[src/osc_pll_defs.vh]
// Constants for the oscillator mode and clock multiplier control block.
// Assumes a 20 MHz system clock and classic Wishbone register access.
`ifndef OSC_PLL_DEFS_VH
`define OSC_PLL_DEFS_VH

// Oscillator configuration field encoding
`define CFG_W 4
`define MODE_LP 4'h0
`define MODE_XT 4'h1
`define MODE_HS 4'h2
`define MODE_RC 4'h3
`define MODE_EC 4'h4
`define MODE_EXT_CLOCK_GPIO_MODE 4'h5
`define MODE_HS_FIXED 4'h6
`define MODE_RESISTOR_CAP_GPIO_MODE 4'h7
`define MODE_EXT_CLOCK_GPIO_MODE_SOFT 4'h8
`define MODE_EXT_CLOCK_GPIO_MODE_FIXED 4'h9
`define MODE_HS_SOFT 4'ha
`define MODE_RESISTOR_CAP_GPIO_MODE_ALT 4'hb

// Decoded mode flag positions
`define FL_EXT 0
`define FL_RC 1
`define FL_XTAL 2
`define FL_DIV4 3
`define FL_GPIO 4
`define FL_FIXED 5
`define FL_SOFT 6
`define FL_W 7

// Register byte addresses
`define ADDR_CTRL 4'h0
`define ADDR_STATUS 4'h4

// Control register bits
`define CTRL_USE_MULT 1
`define CTRL_MULT_EN 2
`define CTRL_LOCK 3

// Status register fields
`define ST_CFG_LSB 0
`define ST_RUN 4
`define ST_MULT_ACT 5
`define ST_FEEDBACK 6
`define ST_AUX_GPIO 7

// Timing
`define CLK_PERIOD_NS 50
`define STARTUP_NS 1500
`define LOCK_TIMEOUT_NS 2000000
`define STARTUP_CYCLES (`STARTUP_NS / `CLK_PERIOD_NS)
`define LOCK_CYCLES (`LOCK_TIMEOUT_NS / `CLK_PERIOD_NS)

`endif

[src/osc_mode_pll_select.v]
// Oscillator mode decode, aux pin routing and times-four clock multiplier control.
// Assumes the configuration field is stable while reset is held and that the
// oscillator input runs at most one eighth of the system clock.
//
// Added by the designer: register access over Wishbone and the register addresses.
`include "osc_pll_defs.vh"

module osc_mode_pll_select #(
  parameter LOCK_CYCLES = `LOCK_CYCLES,
  parameter PERIOD_W = 16
) (
  // Clock and reset
  input wire clk_i,
  input wire rst_i,
  // Wishbone slave
  input wire cyc_i,
  input wire stb_i,
  input wire we_i,
  input wire [3:0] adr_i,
  input wire [3:0] sel_i,
  input wire [31:0] dat_i,
  output reg [31:0] dat_o,
  output reg ack_o,
  // Configuration and system events
  input wire [`CFG_W-1:0] oscillator_config_field_i,
  input wire wake_i,
  input wire sec_osc_active_i,
  // Oscillator pins
  input wire clock_input_pin_i,
  input wire clock_aux_pin_i,
  output reg clock_aux_pin_o,
  output reg clock_aux_pin_oe_o,
  output reg feedback_amp_en_o,
  // Port A bit six general purpose side
  input wire port_a_bit_six_out_i,
  input wire port_a_bit_six_oe_i,
  output wire port_a_bit_six_in_o,
  // Core clock tree
  output reg core_clk_en_o,
  output wire core_run_o,
  output wire mult_active_o
);

  ////////////////////////////////////////////////////////////////////////////
  // Mode decoding

  function [`FL_W-1:0] mode_flags;
    input [`CFG_W-1:0] cfg;
    begin
      mode_flags = {`FL_W{1'b0}};
      case (cfg)
        `MODE_LP, `MODE_XT, `MODE_HS: begin
          mode_flags[`FL_XTAL] = 1'b1;
        end
        `MODE_HS_FIXED: begin
          mode_flags[`FL_XTAL] = 1'b1;
          mode_flags[`FL_FIXED] = 1'b1;
        end
        `MODE_HS_SOFT: begin
          mode_flags[`FL_XTAL] = 1'b1;
          mode_flags[`FL_SOFT] = 1'b1;
        end
        `MODE_EC: begin
          mode_flags[`FL_EXT] = 1'b1;
          mode_flags[`FL_DIV4] = 1'b1;
        end
        `MODE_EXT_CLOCK_GPIO_MODE: begin
          mode_flags[`FL_EXT] = 1'b1;
          mode_flags[`FL_GPIO] = 1'b1;
        end
        `MODE_EXT_CLOCK_GPIO_MODE_FIXED: begin
          mode_flags[`FL_EXT] = 1'b1;
          mode_flags[`FL_GPIO] = 1'b1;
          mode_flags[`FL_FIXED] = 1'b1;
        end
        `MODE_EXT_CLOCK_GPIO_MODE_SOFT: begin
          mode_flags[`FL_EXT] = 1'b1;
          mode_flags[`FL_GPIO] = 1'b1;
          mode_flags[`FL_SOFT] = 1'b1;
        end
        `MODE_RESISTOR_CAP_GPIO_MODE, `MODE_RESISTOR_CAP_GPIO_MODE_ALT: begin
          mode_flags[`FL_RC] = 1'b1;
          mode_flags[`FL_GPIO] = 1'b1;
        end
        default: begin
          // Unassigned codes fall back to the plain resistor-cap mode
          mode_flags[`FL_RC] = 1'b1;
          mode_flags[`FL_DIV4] = 1'b1;
        end
      endcase
    end
  endfunction

  reg [`CFG_W-1:0] cfg_reg;
  wire [`FL_W-1:0] flags;

  // Field is caught while reset is held and stays fixed afterwards
  always @(posedge clk_i) begin
    if (rst_i) begin
      cfg_reg <= oscillator_config_field_i;
    end
  end

  assign flags = mode_flags(cfg_reg);

  wire is_ext = flags[`FL_EXT];
  wire is_div4 = flags[`FL_DIV4];
  wire is_gpio = flags[`FL_GPIO];
  wire is_fixed = flags[`FL_FIXED];
  wire is_soft = flags[`FL_SOFT];

  ////////////////////////////////////////////////////////////////////////////
  // Pin sampling

  wire osc_rise;
  wire osc_div4;

  // Same input pin path for crystal, resonator or driven clock
  pin_edge_div4 u_osc_pin (
    .clk_i(clk_i),
    .rst_i(rst_i),
    .pin_i(clock_input_pin_i),
    .rise_o(osc_rise),
    .div4_o(osc_div4)
  );

  reg aux_sync1_reg;
  reg aux_sync2_reg;

  always @(posedge clk_i) begin
    if (rst_i) begin
      aux_sync1_reg <= 1'b0;
      aux_sync2_reg <= 1'b0;
    end else begin
      aux_sync1_reg <= clock_aux_pin_i;
      aux_sync2_reg <= aux_sync1_reg;
    end
  end

  // Port bit reads the pin only when the pin is handed to it
  assign port_a_bit_six_in_o = is_gpio & aux_sync2_reg;

  ////////////////////////////////////////////////////////////////////////////
  // Aux pin and feedback amplifier

  always @(posedge clk_i) begin
    if (rst_i) begin
      clock_aux_pin_o <= 1'b0;
      clock_aux_pin_oe_o <= 1'b0;
      feedback_amp_en_o <= 1'b0;
    end else begin
      // Amplifier only serves a crystal; off for every external or RC mode
      feedback_amp_en_o <= flags[`FL_XTAL];
      if (is_gpio) begin
        clock_aux_pin_o <= port_a_bit_six_out_i;
        clock_aux_pin_oe_o <= port_a_bit_six_oe_i;
      end else if (is_div4) begin
        clock_aux_pin_o <= osc_div4;
        clock_aux_pin_oe_o <= 1'b1;
      end else begin
        clock_aux_pin_o <= 1'b0;
        clock_aux_pin_oe_o <= 1'b0;
      end
    end
  end

  ////////////////////////////////////////////////////////////////////////////
  // External-clock start-up interval

  localparam integer STARTUP_FULL = `STARTUP_CYCLES;
  localparam [5:0] STARTUP_LOAD = STARTUP_FULL[5:0];
  reg [5:0] startup_reg;
  reg startup_armed_reg;

  always @(posedge clk_i) begin
    if (rst_i) begin
      startup_reg <= 6'h00;
      startup_armed_reg <= 1'b1;
    end else if (startup_armed_reg || wake_i) begin
      startup_armed_reg <= 1'b0;
      // Reset arming already costs one cycle, so it loads one less
      startup_reg <= !is_ext ? 6'h00 : startup_armed_reg ? STARTUP_LOAD - 6'h01 : STARTUP_LOAD;
    end else if (startup_reg != 6'h00) begin
      startup_reg <= startup_reg - 6'h01;
    end
  end

  wire startup_busy = startup_armed_reg | (startup_reg != 6'h00);

  ////////////////////////////////////////////////////////////////////////////
  // Multiplier enable and lock

  reg mult_en_reg;
  reg use_mult_reg;
  reg mult_req_last_reg;
  wire mult_en_bit;
  wire mult_req;
  wire lock_busy;
  wire lock_done;
  wire locked;

  // Forced set, writable or forced clear depending on mode
  assign mult_en_bit = is_fixed | (is_soft & mult_en_reg);
  // Secondary oscillator in use stops the multiplier; returning relocks it
  assign mult_req = mult_en_bit & ~sec_osc_active_i;

  always @(posedge clk_i) begin
    if (rst_i) begin
      mult_req_last_reg <= 1'b0;
    end else begin
      mult_req_last_reg <= mult_req;
    end
  end

  lock_timer #(
    .WIDTH(32),
    .CYCLES(LOCK_CYCLES)
  ) u_lock (
    .clk_i(clk_i),
    .rst_i(rst_i),
    .start_i(mult_req & ~mult_req_last_reg),
    .clear_i(~mult_req & mult_req_last_reg),
    .busy_o(lock_busy),
    .done_o(lock_done)
  );

  assign locked = lock_done & mult_req;
  // Fixed modes run from the multiplier whenever it is locked; soft modes also need the select
  assign mult_active_o = locked & (is_fixed | use_mult_reg);
  // Core waits out start-up and any pending lock
  assign core_run_o = ~startup_busy & ~(mult_req & ~locked);

  ////////////////////////////////////////////////////////////////////////////
  // Core clock enable generation

  reg [PERIOD_W-1:0] period_cnt_reg;
  reg [PERIOD_W-1:0] period_reg;
  reg [PERIOD_W-1:0] phase_reg;
  reg [1:0] quarter_reg;
  wire [PERIOD_W-1:0] quarter_len = {2'b00, period_reg[PERIOD_W-1:2]};

  always @(posedge clk_i) begin
    if (rst_i) begin
      period_cnt_reg <= {PERIOD_W{1'b0}};
      period_reg <= {PERIOD_W{1'b0}};
      phase_reg <= {PERIOD_W{1'b0}};
      quarter_reg <= 2'h0;
      core_clk_en_o <= 1'b0;
    end else begin
      core_clk_en_o <= 1'b0;
      if (osc_rise) begin
        period_reg <= period_cnt_reg + {{(PERIOD_W-1){1'b0}}, 1'b1};
        period_cnt_reg <= {PERIOD_W{1'b0}};
        phase_reg <= {PERIOD_W{1'b0}};
        quarter_reg <= 2'h0;
        core_clk_en_o <= core_run_o;
      end else begin
        if (period_cnt_reg != {PERIOD_W{1'b1}}) begin
          period_cnt_reg <= period_cnt_reg + {{(PERIOD_W-1){1'b0}}, 1'b1};
        end
        phase_reg <= phase_reg + {{(PERIOD_W-1){1'b0}}, 1'b1};
        // Three extra evenly spaced ticks per input period when multiplying
        if (mult_active_o && quarter_reg != 2'h3 && quarter_len != {PERIOD_W{1'b0}} &&
            phase_reg + {{(PERIOD_W-1){1'b0}}, 1'b1} == quarter_len) begin
          phase_reg <= {PERIOD_W{1'b0}};
          quarter_reg <= quarter_reg + 2'h1;
          core_clk_en_o <= core_run_o;
        end
      end
    end
  end

  ////////////////////////////////////////////////////////////////////////////
  // Wishbone register access

  wire bus_req = cyc_i & stb_i & ~ack_o;
  wire wr_ctrl = bus_req & we_i & sel_i[0] & ({adr_i[3:2], 2'b00} == `ADDR_CTRL);

  always @(posedge clk_i) begin
    if (rst_i) begin
      mult_en_reg <= 1'b0;
      use_mult_reg <= 1'b0;
    end else begin
      if (wr_ctrl && is_soft) begin
        mult_en_reg <= dat_i[`CTRL_MULT_EN];
      end
      if (wr_ctrl) begin
        use_mult_reg <= dat_i[`CTRL_USE_MULT];
      end
      // Select bit cannot stay set without an enabled, locked multiplier
      if (!(is_soft && mult_en_reg && lock_done)) begin
        if (!(wr_ctrl && is_soft && dat_i[`CTRL_MULT_EN] && dat_i[`CTRL_USE_MULT])) begin
          use_mult_reg <= 1'b0;
        end
      end
    end
  end

  always @(posedge clk_i) begin
    if (rst_i) begin
      ack_o <= 1'b0;
      dat_o <= 32'h0000_0000;
    end else begin
      ack_o <= bus_req;
      dat_o <= 32'h0000_0000;
      if (bus_req && !we_i) begin
        case ({adr_i[3:2], 2'b00})
          `ADDR_CTRL: begin
            dat_o[`CTRL_USE_MULT] <= use_mult_reg & locked;
            dat_o[`CTRL_MULT_EN] <= mult_en_bit;
            dat_o[`CTRL_LOCK] <= locked;
          end
          `ADDR_STATUS: begin
            dat_o[`ST_CFG_LSB+`CFG_W-1:`ST_CFG_LSB] <= cfg_reg;
            dat_o[`ST_RUN] <= core_run_o;
            dat_o[`ST_MULT_ACT] <= mult_active_o;
            dat_o[`ST_FEEDBACK] <= feedback_amp_en_o;
            dat_o[`ST_AUX_GPIO] <= is_gpio;
          end
          default: begin
            dat_o <= 32'h0000_0000;
          end
        endcase
      end
    end
  end

  // Lock busy is visible to the core only through core_run_o
  wire unused_busy = lock_busy;

endmodule

[src/pin_edge_div4.v]
// Synchroniser, rising-edge detector and divide-by-four for an oscillator pin.
// Assumes the pin toggles well below half the system clock rate.
`include "osc_pll_defs.vh"

module pin_edge_div4 (
  // Clock and reset
  input wire clk_i,
  input wire rst_i,
  // Pin and results
  input wire pin_i,
  output wire rise_o,
  output wire div4_o
);

  reg sync1_reg;
  reg sync2_reg;
  reg last_reg;
  reg [1:0] div_reg;

  always @(posedge clk_i) begin
    if (rst_i) begin
      sync1_reg <= 1'b0;
      sync2_reg <= 1'b0;
      last_reg <= 1'b0;
      div_reg <= 2'h0;
    end else begin
      sync1_reg <= pin_i;
      sync2_reg <= sync1_reg;
      last_reg <= sync2_reg;
      if (rise_o) begin
        div_reg <= div_reg + 2'h1;
      end
    end
  end

  assign rise_o = sync2_reg & ~last_reg;
  // Top bit of a two-bit edge counter: one period per four input periods
  assign div4_o = div_reg[1];

endmodule

[src/lock_timer.v]
// Down-counting lock timer with start and abort.
// Assumes start and clear are single-cycle pulses on the system clock.
`include "osc_pll_defs.vh"

module lock_timer #(
  parameter WIDTH = 16,
  parameter [WIDTH-1:0] CYCLES = 16'h0010
) (
  // Clock and reset
  input wire clk_i,
  input wire rst_i,
  // Control
  input wire start_i,
  input wire clear_i,
  // Status
  output wire busy_o,
  output reg done_o
);

  reg [WIDTH-1:0] cnt_reg;

  always @(posedge clk_i) begin
    if (rst_i || clear_i) begin
      cnt_reg <= {WIDTH{1'b0}};
      done_o <= 1'b0;
    end else if (start_i) begin
      cnt_reg <= CYCLES;
      done_o <= 1'b0;
    end else if (cnt_reg != {WIDTH{1'b0}}) begin
      cnt_reg <= cnt_reg - {{(WIDTH-1){1'b0}}, 1'b1};
      if (cnt_reg == {{(WIDTH-1){1'b0}}, 1'b1}) begin
        done_o <= 1'b1;
      end
    end
  end

  assign busy_o = cnt_reg != {WIDTH{1'b0}};

endmodule

[config.mk]
export PLATFORM = sky130hd
export DESIGN_NAME = osc_mode_pll_select
export DESIGN_NICKNAME = d
export VERILOG_FILES = /design/src/osc_mode_pll_select.v /design/src/pin_edge_div4.v /design/src/lock_timer.v
export VERILOG_INCLUDE_DIRS = /design/src
export SDC_FILE = /design/constraint.sdc
export NUM_CORES = 1
export LEC_CHECK = 0
export CAP_MARGIN = 10
export CORE_MARGIN = 10
export CORE_UTILIZATION = 68
export DETAILED_ROUTE_END_ITERATION = 8
export DONT_BUFFER_PORTS = 1
export GPL_TIMING_DRIVEN = 1
export PLACE_DENSITY = 0.84
export SLEW_MARGIN = 20
export SYNTH_ARGS = -nofsm -noshare
export SYNTH_HDL_FRONTEND = slang
export SYNTH_SLANG_ARGS = --single-unit
export TNS_END_PERCENT = 30
[constraint.sdc]
create_clock -name clk_i -period 8.1 [get_ports clk_i]
set_clock_uncertainty 0.1 [all_clocks]
set_input_delay 0.405 -clock clk_i [delete_from_list [all_inputs] [get_ports clk_i]]
set_output_delay 0.405 -clock clk_i [all_outputs]
set_load 0.05 [all_outputs]
==> impl_metrics.csv <==
group,metric,value,unit
hold_path,hold_class,"input pin to register",
sta,rsz0062_at_grt,"false",
sta,tns,0,ps
setup_path,reg2reg_slack,4120,ps
placement,dp_hpwl,7.97,mm
placement,place_ws,4230,ps
cts,cts_buffer_depth,2,
final_layout,drive_above_1_share,7.61,%
die,core_area,7690,sq um
global_route,antenna_found_initial,0,
setup_path,path_class,"register to register",
logic_synthesis,synth_simple_gate_area_share,24.8,%
outcome,status,"finished clean",
routing,drtAntennaViolNets,0,
logic_synthesis,synth_top_family_by_area,"simple AND/OR/NAND/NOR gates",
logic_synthesis,syn_area_per_cell,8.77,sq um
global_route,grt_max_degree,38,
power_and_ir_drop,p_sw,673,uW
logic_synthesis,yosysWarnings,0,
setup_path,critPathRequiredTime,8410,ps
logic_synthesis,synth_xor_area_share,12.2,%
die,die_h,109,um
logic_synthesis,postSynthCellCount,613,
run,cap_violations,0,
die,io_pins,95,
power_and_ir_drop,p_per_area,331,nW/um^2
sta,setup_viol,0,
hold_path,hold_depth,2,
global_route,grt_overflow,0,
setup_path,path_max_fanout,14,
sta,hold_viol_final,0,
logic_synthesis,synth.top_cells.by_count,"dfxtp_1 (111), nor2_1 (99), xnor2_1 (45)",
die,dieArea,11900,sq um
cts,clkLatencyLatePin,510,ps
logic_synthesis,synthesis.area,5370,sq um
cts,cts.clk_slew.worst_paths,60,ps
setup_path,ff2ff_path_depth,7,
cts,htreeDepth,4,
sta,worst_pin_slew,1070,ps
final_layout,layout.nets,680,
routing,routed_wl,12.4,mm
cts,cts-buffers-inserted,17,
final_layout,largest_register_ffs,32,
cts,ctsResizeCount,0,
routing,avgViaCountPerCell,6.03,
setup_path,arrival,4290,ps
logic_synthesis,synth_area_leaders,"dfxtp_1 (41%), xnor2_1 (7.3%), nor2_1 (6.9%)",
power_and_ir_drop,combPwrFrac,27.6,%
logic_synthesis,synth_cell_types,56,
logic_synthesis,synthArstFlopShare,0,%
routing,vias,4418,
sta,hold_ws,17.1,ps
setup_path,cp-end-kind,"register",
logic_synthesis,yosysMostFrequentCell,"dfxtp_1",
routing,first_pass_iters,7,
power_and_ir_drop,switching_share,33.9,%
die,die_w,109,um
power_and_ir_drop,irDropWorstVdd,252,uV
logic_synthesis,synth_compound_area_share,11.0,%
placement,gp_congestion,0.812,
routing,route.detailed.drc,0,
logic_synthesis,yosysSeqAreaShare,43.6,%
die,rows,32,
sta,slew_violations,0,
die,initial_utilization,69.9,%
setup_path,startpoint_type,"register",
power_and_ir_drop,seq_power_share,37.4,%
cts,postCtsHoldBufs,10,
logic_synthesis,synth_top_area_cell,"dfxtp_1",
power_and_ir_drop,clockPowerShare,34.9,%
cts,root_buffer,"clkbuf_8",
power_and_ir_drop,power.static_leakage,0.00222,uW
routing,wl_per_cell,16.9,um
power_and_ir_drop,p_int,1310,uW
sta,relSlewSlack,28.5,%
sta,fin_ws,4120,ps
final_layout,syn2layout_area_growth,11.5,%
sta,period_share,49.2,%
sta,period_minus_slack,3980,ps
cts,cts_sinks,115,
logic_synthesis,synth_ff_type,"dfxtp_1",
logic_synthesis,synth_edf_count,4,
global_route,grtUsageTotal,21.5,%
logic_synthesis,synth-adder-area-share,1.63,%
global_route,grt_pass1_wl,20.7,mm
cts,postCtsSetupBuffers,0,
cts,cts_tree,"yes",
logic_synthesis,synth_seq_cells,115,
routing,drt-initial-drc-count,360,
placement,port-buffer-count,0,
final_layout,diodes,0,
logic_synthesis,synth.area.mux_share,0.792,%
logic_synthesis,synth_top_area_share,41.4,%
global_route,grt_pass1_vias,4298,
sta,max_freq,251,MHz
==> path summary, 6_finish.rpt <==
| path | from | endpoint |
|---|---|---|
| setup reg to reg | cfg_reg[2]$_DFFE_PP_ | phase_reg[7]$_SDFF_PP0_ |
| setup / recovery | cfg_reg[2]$_DFFE_PP_ | phase_reg[7]$_SDFF_PP0_ |
| hold / removal | stb_i | ack_o$_SDFF_PP0_ |
| hold reg to reg | aux_sync1_reg$_SDFF_PP0_ | aux_sync2_reg$_SDFF_PP0_ |
==> critical path, stage by stage (launching register included) <==
cell,delay [ps]
edfxtp_1,590
nand2b_1,270
nor3b_1,220
o31ai_1,130
a211oi_2,890
o2111ai_1,440
o31ai_2,960
o21ba_2,270
==> power groups by stage <==
stage / logic, uW / registers (uW) / clock network (uW)
2_1_floorplan: 452 / 728 / 0
3_3_place_gp: 500 / 744 / 0
3_5_place_dp: 523 / 750 / 0
4_1_cts: 543 / 740 / 694
5_1_grt: 613 / 755 / 726
6_report: 548 / 743 / 693
==> layout make-up <==
| class | instances | area [sq um] |
|---|---|---|
| clock buffer | 23 | 477 |
| clock inverter | 9 | 78.8 |
| fill | 504 | 1700 |
| inverter | 12 | 45.0 |
| multi-input combinational | 461 | 2800 |
| sequential | 115 | 2340 |
| tap | 102 | 128 |
| timing repair buffer | 11 | 118 |
==> logic make-up after synthesis <==
logic type               count (synthesis)
AO/OA/AOI/OAI                           91
XOR/XNOR                                70
adder cells (fa/ha/maj)                  7
buffers and inverters                   60
flip-flops                             115
multiplexers                             4
other                                    1
AND/OR/NAND/NOR                        265
==> cell usage in the layout, fill, tap and decap left out, types with 12 or more instances in the layout <==
cell,Yosys,layout
nor2_1,99,99
conb_1,1,24
xnor2_1,45,45
inv_1,12,12
nand3_1,24,24
a21oi_1,38,38
nor4_1,16,16
nor2b_1,18,17
nor3_1,21,21
nand2_1,29,29
dfxtp_1,111,111
clkbuf_16,0,16
xor2_1,22,22
a211oi_1,16,15
==> routing by layer <==
metal	GRT usage, %	routed length, um	part of all wire [%]
met5	0	0	0
met2	36.2	5960	48
met3	6.84	1100	8.9
met1	25.2	5110	41
met4	7.44	239	1.9
==> metrics by stage <==
stage	instances	cell area, sq um	power, uW	util [%]
CTS	733	5990	1980	77.9
finish	733	5990	1980	77.9
detailed placement	691	5330	1270	69.3
floorplan	636	5460	1180	-
global placement	691	5330	1240	69.3
global route	733	5990	2090	77.9
Power figures use the tool's default switching activity.
